`config.mk`:
```
export PLATFORM = sky130hd
export DESIGN_NAME = prbs_test_pattern_generator
export DESIGN_NICKNAME = d
export VERILOG_FILES = /design/src/verilog/prbs_test_pattern_generator.v
export VERILOG_INCLUDE_DIRS = /design/src /design/src/verilog
export SDC_FILE = /design/constraint.sdc
export NUM_CORES = 1
export LEC_CHECK = 0
export BUFFER_PORTS_ARGS = -buffer_cell sky130_fd_sc_hd__buf_2
export CELL_PAD_IN_SITES_DETAIL_PLACEMENT = 1
export CELL_PAD_IN_SITES_GLOBAL_PLACEMENT = 1
export CORE_MARGIN = 3
export CORE_UTILIZATION = 49
export CTS_BUF_LIST = sky130_fd_sc_hd__clkbuf_8
export DETAILED_ROUTE_END_ITERATION = 8
export PLACE_DENSITY = 0.89
export SETUP_SLACK_MARGIN = 0.02
export SKIP_CTS_REPAIR_TIMING = 1
export SYNTH_ARGS = -nofsm -noshare
export SYNTH_HDL_FRONTEND = slang
export SYNTH_SLANG_ARGS = --single-unit
```
`constraint.sdc`:
```
create_clock -name clk_in -period 3 [get_ports clk_in]
set_clock_uncertainty 0.1 [all_clocks]
set_input_delay 0.6 -clock clk_in [delete_from_list [all_inputs] [get_ports clk_in]]
set_output_delay 0.6 -clock clk_in [all_outputs]
set_load 0.01 [all_outputs]
```
`src/verilog/prbs_gen_regs.vh`:
```
`ifndef PRBS_GEN_REGS_VH
`define PRBS_GEN_REGS_VH

// Pattern select codes
`define MODE_P9        3'h0
`define MODE_P11       3'h1
`define MODE_P15       3'h2
`define MODE_P20       3'h3
`define MODE_P20_ZS    3'h4
`define MODE_P23       3'h5
`define MODE_P29       3'h6
`define MODE_P31       3'h7

// Register width covers the longest pattern
`define SR_WIDTH       31

// Stage numbers, counted from 1 as the taps are
`define STAGES_P9      5'h09
`define STAGES_P11     5'h0B
`define STAGES_P15     5'h0F
`define STAGES_P20     5'h14
`define STAGES_P23     5'h17
`define STAGES_P29     5'h1D
`define STAGES_P31     5'h1F

`define TAP_P9         5'h05
`define TAP_P11        5'h09
`define TAP_P15        5'h0E
`define TAP_P20        5'h03
`define TAP_P20_ZS     5'h11
`define TAP_P23        5'h12
`define TAP_P29        5'h1B
`define TAP_P31        5'h1C

// All-ones seed: non-zero for every length
`define SR_SEED        31'h7FFFFFFF

// Zero suppression looks at stages 6..19
`define ZS_LOW_IDX     5
`define ZS_RUN         14

// Octet assembly for Nx64k slots
`define OCTET_BITS     8
`define OCTET_LAST     3'h7
`define OCTET_ZERO     3'h0

// One-hot sequencer states
`define ST_SEED        2'h1
`define ST_RUN         2'h2

`endif

```
`src/verilog/prbs_test_pattern_generator.v`:
```
`timescale 1ns/10ps
`include "prbs_gen_regs.vh"

module prbs_test_pattern_generator #(
  parameter SR_W    = `SR_WIDTH,
  parameter OCT_W   = `OCTET_BITS
) (
  input  wire              clk_in,
  input  wire              rstn_in,
  input  wire              ce_in,
  input  wire [2:0]        mode_sel_in,
  input  wire              frame_align_in,
  input  wire              payload_slot_in,
  output reg               bit_out,
  output reg               bit_valid_out,
  output reg               seq_start_out,
  output reg  [OCT_W-1:0]  octet_out,
  output reg               octet_valid_out,
  output wire              running_out
);

////////////////////////////////////////////////////////////////////////////////
// Per-mode configuration

reg  [4:0]      stages;
reg  [4:0]      tap;
reg             invert;
reg             zero_supp;

always @* begin
  stages    = `STAGES_P9;
  tap       = `TAP_P9;
  invert    = 1'b0;
  zero_supp = 1'b0;
  case (mode_sel_in)
    `MODE_P9: begin
      stages = `STAGES_P9;
      tap    = `TAP_P9;
    end
    `MODE_P11: begin
      stages = `STAGES_P11;
      tap    = `TAP_P11;
    end
    `MODE_P15: begin
      stages = `STAGES_P15;
      tap    = `TAP_P15;
      invert = 1'b1;
    end
    `MODE_P20: begin
      stages = `STAGES_P20;
      tap    = `TAP_P20;
    end
    `MODE_P20_ZS: begin
      stages    = `STAGES_P20;
      tap       = `TAP_P20_ZS;
      zero_supp = 1'b1;
    end
    `MODE_P23: begin
      stages = `STAGES_P23;
      tap    = `TAP_P23;
      invert = 1'b1;
    end
    `MODE_P29: begin
      stages = `STAGES_P29;
      tap    = `TAP_P29;
      invert = 1'b1;
    end
    `MODE_P31: begin
      stages = `STAGES_P31;
      tap    = `TAP_P31;
      invert = 1'b1;
    end
    default: begin
      stages    = `STAGES_P9;
      tap       = `TAP_P9;
      invert    = 1'b0;
      zero_supp = 1'b0;
    end
  endcase
end

////////////////////////////////////////////////////////////////////////////////
// Sequencer: reset or reselection seeds the register before running

reg  [1:0]      state_reg;
reg  [1:0]      state_next;
reg  [2:0]      mode_reg;
wire            reselect;

assign reselect    = (mode_sel_in != mode_reg);
assign running_out = state_reg[1];

always @* begin
  state_next = state_reg;
  case (state_reg)
    `ST_SEED: state_next = `ST_RUN;
    `ST_RUN: begin
      if (reselect) begin
        state_next = `ST_SEED;
      end
    end
    default: state_next = `ST_SEED;
  endcase
end

always @(posedge clk_in or negedge rstn_in) begin
  if (!rstn_in) begin
    state_reg <= `ST_SEED;
    mode_reg  <= `MODE_P9;
  end else if (ce_in) begin
    state_reg <= state_next;
    mode_reg  <= mode_sel_in;
  end
end

////////////////////////////////////////////////////////////////////////////////
// Shift register, stage n held at index n-1

reg  [SR_W-1:0] sr_reg;
wire [SR_W-1:0] sr_next;
wire            feedback;
wire            last_stage;
wire [`ZS_RUN-1:0] zs_window;
wire            raw_bit;
wire            emit_bit;
wire            advance;
wire            at_seed;
wire [SR_W-1:0] len_mask;

assign feedback   = sr_reg[tap - 5'h01] ^ sr_reg[stages - 5'h01];
assign last_stage = sr_reg[stages - 5'h01];

// Stage 1 takes feedback, every other stage its neighbour
assign sr_next[0] = feedback;
genvar gi;
generate
  for (gi = 1; gi < SR_W; gi = gi + 1) begin : g_shift
    assign sr_next[gi] = sr_reg[gi-1];
  end
endgenerate

// The 14 bits emitted next sit in stages 19 down to 6
assign zs_window = sr_reg[`ZS_LOW_IDX +: `ZS_RUN];
assign raw_bit   = zero_supp ? (last_stage | ~(|zs_window)) : last_stage;
assign emit_bit  = invert ? ~raw_bit : raw_bit;

// Frame alignment bits and foreign slots hold the sequence still
assign advance = ce_in & running_out & ~reselect & payload_slot_in & ~frame_align_in;

// Seed state marks the first one of the longest ones run
assign len_mask = ~({SR_W{1'b1}} << stages);
assign at_seed  = ((sr_reg & len_mask) == (`SR_SEED & len_mask));

always @(posedge clk_in or negedge rstn_in) begin
  if (!rstn_in) begin
    sr_reg <= `SR_SEED;
  end else if (ce_in) begin
    if (state_reg[0]) begin
      // All-ones cannot lock up; zero state never reachable
      sr_reg <= `SR_SEED;
    end else if (advance) begin
      sr_reg <= sr_next;
    end
  end
end

////////////////////////////////////////////////////////////////////////////////
// Serial output: one bit per step, free of any frame phase

always @(posedge clk_in or negedge rstn_in) begin
  if (!rstn_in) begin
    bit_out       <= 1'b0;
    bit_valid_out <= 1'b0;
    seq_start_out <= 1'b0;
  end else if (ce_in) begin
    bit_valid_out <= advance;
    seq_start_out <= advance & at_seed;
    if (advance) begin
      bit_out <= emit_bit;
    end
  end
end

////////////////////////////////////////////////////////////////////////////////
// Octet assembly for Nx64k slots, first bit in the MSB

reg  [2:0]       oct_cnt_reg;
reg  [OCT_W-1:0] oct_sh_reg;

always @(posedge clk_in or negedge rstn_in) begin
  if (!rstn_in) begin
    oct_cnt_reg     <= `OCTET_ZERO;
    oct_sh_reg      <= {OCT_W{1'b0}};
    octet_out       <= {OCT_W{1'b0}};
    octet_valid_out <= 1'b0;
  end else if (ce_in) begin
    octet_valid_out <= 1'b0;
    if (state_reg[0]) begin
      // Octets restart when the sequence is reseeded, not at its natural wrap, so slots align to it only from a reseed
      oct_cnt_reg <= `OCTET_ZERO;
    end else if (advance) begin
      oct_sh_reg  <= {oct_sh_reg[OCT_W-2:0], emit_bit};
      oct_cnt_reg <= oct_cnt_reg + 3'h1;
      if (oct_cnt_reg == `OCTET_LAST) begin
        octet_out       <= {oct_sh_reg[OCT_W-2:0], emit_bit};
        octet_valid_out <= 1'b1;
      end
    end
  end
end

endmodule // prbs_test_pattern_generator

```
Word level (Yosys, flattened, before mapping):

Index checks and enable logic that the tools add are counted.

* output and inout port bits: 13
* bits in registers: 58

* add/subtract/negate cells: 3
* shifts and indexed selects: 1
* bitwise logic cells: 14
* equality and inequality tests: 13
* reductions and logical operators: 10
* order comparisons: 2
* muxes and demuxes: 19

Operator list (count)
* 2-to-1 mux 31 bit: 2
* one-hot mux 5 bit (8 select lines): 1
* one-hot mux 5 bit (7 select lines): 1
* bitwise AND 31 bit: 1
* == test 31 bit: 1
* inverter 31 bit: 1
* << shifter 31 x 5 -> 31 bit (first input constant): 1
* == test 3 bit (second input constant): 5
* OR reduction 14 bit: 1
* less-than comparator 5 x 6 -> 1 bit (second input constant): 2
* binary-select mux 1 bit (select 5 bit): 2
* subtractor 5 x 1 -> 5 bit (second input constant): 2
* 2-to-1 mux 1 bit: 9
* == test 3 x 2 -> 1 bit (second input constant): 2
* 2-to-1 mux 3 bit: 2
* AND reduction 2 bit: 3
* bitwise AND 1 bit: 5
* inverter 1 bit: 5
* one-hot mux 2 bit (2 select lines): 1
* AND reduction 4 bit: 1
* OR reduction 4 bit: 1
* adder 3 x 1 -> 3 bit (second input constant): 1
* == test 3 x 1 -> 1 bit (second input constant): 1
* zero test 3 bit: 1
* other kinds (10): 10

Longest topological paths before layout:

* depth in word-level cells: 10
* mapped depth: 15

Least setup slack after synthesis:

OpenSTA, ideal clock, no wires.

* path kind: in2reg
* start: input mode_sel_in[1]
* end: register sr_reg[0]
* data required time: 2.827 ns
* buffers on the path: 4
* stages: 13
* arrival: 3.536 ns
* path slack: -0.709 ns
* path through: buf_2 -> buf_1 -> buf_1 -> xor2_1 -> ha_1 -> buf_2 -> or3b_2 -> o221ai_2 -> mux4_2 -> a32oi_1 -> nand4_1 -> xnor2_1 -> a21oi_1

* word-level cells in the longest chain between the ends: 9
* elaborated cells between the ends (all ways): 27

Ends and longest elaborated chain
* start: declaration: line prbs_test_pattern_generator.v:11 `input wire [2:0] mode_sel_in,`
* == test 3 bit / == test 3 x 2 -> 1 bit (equally long branches): line prbs_test_pattern_generator.v:35 `case (mode_sel_in)`
* OR reduction 2 bit (no source line)
* one-hot mux 5 bit (7 select lines): line prbs_test_pattern_generator.v:35
* subtractor 5 x 1 -> 5 bit: line prbs_test_pattern_generator.v:130 `assign feedback = sr_reg[tap - 5'h01] ^ sr_reg[stages - 5'h01];`
* binary-select mux 1 bit (select 5 bit): line prbs_test_pattern_generator.v:130
* 2-to-1 mux 1 bit (implied by the code): line prbs_test_pattern_generator.v:130
* bitwise XOR 1 bit: line prbs_test_pattern_generator.v:130
* 2-to-1 mux 31 bit: line prbs_test_pattern_generator.v:161 `end else if (advance) begin`
* 2-to-1 mux 31 bit: line prbs_test_pattern_generator.v:158 `if (state_reg[0]) begin`
* end signal: assignment: line prbs_test_pattern_generator.v:156 `` sr_reg <= `SR_SEED; ``
* end signal: assignment: line prbs_test_pattern_generator.v:160 `` sr_reg <= `SR_SEED; ``
* end signal: assignment: line prbs_test_pattern_generator.v:162 `sr_reg <= sr_next;`
* end: declaration: line prbs_test_pattern_generator.v:119 `reg [SR_W-1:0] sr_reg;`

Several ways; a longest one is shown, not always the timed one. The select of a mux whose other input is x is not followed.
A chain may end at the register's enable or synchronous reset.

Final worst setup path:

* start: input mode_sel_in[0]
* end: register oct_sh_reg[0]

* word-level cells in the longest chain between the ends: 10
* elaborated cells between the ends (all ways): 26

Ends and longest elaborated chain
* == test 3 bit / == test 3 x 2 -> 1 bit (equally long branches): line prbs_test_pattern_generator.v:35
* OR reduction 2 bit (no source line)
* one-hot mux 5 bit (7 select lines): line prbs_test_pattern_generator.v:35
* subtractor 5 x 1 -> 5 bit: line prbs_test_pattern_generator.v:131 `assign last_stage = sr_reg[stages - 5'h01];`
* binary-select mux 1 bit (select 5 bit): line prbs_test_pattern_generator.v:131
* 2-to-1 mux 1 bit (implied by the code): line prbs_test_pattern_generator.v:131
* bitwise OR 1 bit: line prbs_test_pattern_generator.v:144 `assign raw_bit = zero_supp ? (last_stage | ~(|zs_window)) : last_stage;`
* 2-to-1 mux 1 bit: line prbs_test_pattern_generator.v:144
* inverter 1 bit: line prbs_test_pattern_generator.v:145 `assign emit_bit = invert ? ~raw_bit : raw_bit;`
* 2-to-1 mux 1 bit: line prbs_test_pattern_generator.v:145
* end signal: assignment: line prbs_test_pattern_generator.v:193 `oct_sh_reg <= {OCT_W{1'b0}};`
* end signal: assignment: line prbs_test_pattern_generator.v:202 `oct_sh_reg <= {oct_sh_reg[OCT_W-2:0], emit_bit};`
* end: declaration: line prbs_test_pattern_generator.v:188 `reg [OCT_W-1:0] oct_sh_reg;`

Several ways; a longest one is shown, not always the timed one. The select of a mux whose other input is x is not followed.

==> flow_summary_export.csv <==
group,metric,value,unit
run_status,status,"finished clean",
route,routed_wl,10100,um
yosys,syn_avg_cell_area,9.59,um2
yosys,yosysMostFrequentCell,"nand2_1",
yosys,synth.distinct_cells,57,
timing,fin_crit,2.92,ns
timing,fin_crit_sh,97.3,%
yosys,synth_nets,372,
yosys,synth_top_area_cell,"dfstp_2",
route,post_drt_via_cell_ratio,5.99,
final_layout,antenna_cells,0,
floorplan,rows,29,
power_and_ir_drop,p_leak,1.95,nW
critical_path,endpoint_kind,"register",
final_layout,drive_gt1_share,35.8,%
yosys,synthTopCellsByArea,"dfstp_2, dfrtp_1, mux2_2",
final_layout,fin_nets,408,
yosys,synth_edf_count,0,
timing,finalSetupViolations,0,
floorplan,die_area,8070,um2
clock_network,htreeDepth,3,
global_route,grt_overflow,0,
critical_path,critPathArrivalTime,3.03,ns
clock_network,clk_pin_slew,0.08,ns
yosys,synth_warnings,0,
floorplan,dieHeight,89.8,um
placed_design,place_congestion,0.911,
job,drv_cap,0,
route,antenna_left,0,
global_route,antenna_found_initial,0,
critical_path,path_class,"primary input to register",
critical_path,critPathRequiredTime,3.11,ns
power_and_ir_drop,p_per_area,504,nW/um2
yosys,synth-main-ff-cell,"dfstp_2",
final_layout,final_util,62.5,%
clock_network,clkSinkCount,58,
route,firstDrtPassIters,4,
placed_design,hpwl,6860,um
global_route,grt_pass1_vias,3117,
global_route,grt_pass1_wl,16500,um
critical_path,worst-r2r-cell-count,7,
power_and_ir_drop,power,0.00207,W
placed_design,portBuffers,20,
critical_path,ff2ff_setup_slack,0.66,ns
timing,max-slew-margin-rel,57.2,%
clock_network,cts_buffers,9,
yosys,synth_top_area_share,24.4,%
timing,max_freq,0.342,GHz
power_and_ir_drop,ir_drop,0.556,mV
floorplan,initial_core_util,52.4,%
final_layout,n_fill_cell,737,
global_route,grt_usage,25.7,%
critical_path,startpoint_type,"primary input",
yosys,synthAdderAreaFrac,1.82,%
final_layout,area.growth.synth_to_final,19.3,%
floorplan,coreArea,6570,um2
yosys,syn_inst,359,
clock_network,clk_latency,0.33,ns
critical_path,r2r_start,"mode_reg[0]$_DFFE_PN0P_",
yosys,synthMuxAreaShare,13.8,%
yosys,synth-seq-cells,58,
timing,hold_viol,0,
clock_network,root_buffer,"clkbuf_8",
floorplan,io_pins,21,
timing,grt_setup_unrepaired,"true",
route,drc_errors,0,
yosys,synth_compound_area_share,14.0,%
yosys,syn_area,3440,um2
clock_network,cts_buffer_depth,2,
critical_path,rr_endpoint,"octet_out[6]$_DFFE_PN0P_",
final_layout,largest_reg_flops,31,
global_route,grt_max_degree,36,
route,vias,2954,
clock_network,cts_tree,"done",
yosys,synth-seq-area-share,43.3,%
min_path,hold_class,"primary input to asynchronous set/reset pin",
route,wl_per_cell,20.4,um
yosys,synthTopCellsByCount,"nand2_1, dfstp_2, dfrtp_1, nand3_1, mux2_2",
critical_path,cp_max_fo,5,
route,drt_iter0_markers,283,
timing,tightest_slew,0.642,ns
timing,drv_slew,0,
yosys,synth_xor_area_share,2.04,%
floorplan,fp.dieW,89.8,um
yosys,async_flop_share,100,%
yosys,synth_top_family_by_area,"simple AND/OR/NAND/NOR gates",
yosys,synthSimpleGateAreaFrac,20.6,%
## logic make-up (layout without fill, tap and decap cells)
kind of cell / Yosys count / in the layout
buffers and inverters: 35 / 76
AOI/OAI and AO/OA: 62 / 62
xor gates and xnor gates: 8 / 8
and+or+nand+nor: 150 / 150
adders and majority gates: 5 / 5
DFF: 58 / 58
muxes: 41 / 41
## report_power, final
part,switching (W),leakage (nW),internal [W]
Clock,0.000333,0.0995,0.000400
Sequential,0.0000725,0.691,0.000847
Combinational,0.000240,1.16,0.000179
Total,0.000645,1.95,0.00143
## placed cells by master (no fill, tap or decap), drive strengths merged, types with 9 or more instances in the layout
master and instances:
buf 50, dfrtp 26, o21ai 9, inv 11
nor2 22, nand4 10, dfstp 32, nand2 65
clkbuf 10, mux2i 16, nand3 26, a21oi 11
mux2 22
## stage by stage
step	setup TNS (ns)	instances	setup WS [ns]	cell area, um2	hold slack, ns
floorplan	-0.610	359	-0.255	3540	0.204
global route	-0.0855	493	-0.0412	4110	0.210
global placement	-0.808	476	-0.259	3850	0.361
CTS	0	492	0.0101	4050	0.187
finish	0	493	0.0802	4110	0.181
detailed placement	-1.05	476	-0.316	3850	0.396
## worst max-delay path by stage
stage / slack [ns] / to / startpoint
after global routing: -0.04 / oct_sh_reg[0]$_DFFE_PN0P_ / mode_sel_in[0]
after global placement: -0.26 / oct_sh_reg[0]$_DFFE_PN0P_ / mode_sel_in[1]
after CTS: 0.01 / oct_sh_reg[0]$_DFFE_PN0P_ / mode_sel_in[2]
after detailed placement: -0.32 / oct_sh_reg[0]$_DFFE_PN0P_ / mode_sel_in[2]
after floorplan: -0.26 / sr_reg[0]$_DFFE_PN1P_ / mode_sel_in[1]
final: 0.08 / oct_sh_reg[0]$_DFFE_PN0P_ / mode_sel_in[0]
## area by class of cell
class	instances	area, um2	share of cell area [%]
Tap cell	93	116	2.83
Clock buffer	10	138	3.35
Multi-Input combinational cell	266	1900	46.4
Inverter	10	40.0	0.975
Timing Repair Buffer	50	358	8.71
Clock inverter	6	58.8	1.43
Sequential cell	58	1490	36.3
## per-layer routing
| layer | global-route usage [%] | wire length (um) |
|---|---|---|
| met2 | 44.2 | 5170 |
| met1 | 33.4 | 4300 |
| met3 | 4.42 | 508 |
| met4 | 7.28 | 99 |
| met5 | 0 | 0 |
## critical path, cell delays in order
cell and delay, ns:
buf_2 0.11, buf_6 0.13, inv_2 0.05, and2_1 0.16
nor2_2 0.11, inv_1 0.08, ha_4 0.27, mux2_2 0.33
a21oi_1 0.15, o21ai_1 0.11, a31oi_4 0.19, o32ai_4 0.13
a21oi_2 0.18, xor2_2 0.12, mux2_2 0.30
No activity file was read; power rests on OpenSTA's default activity.
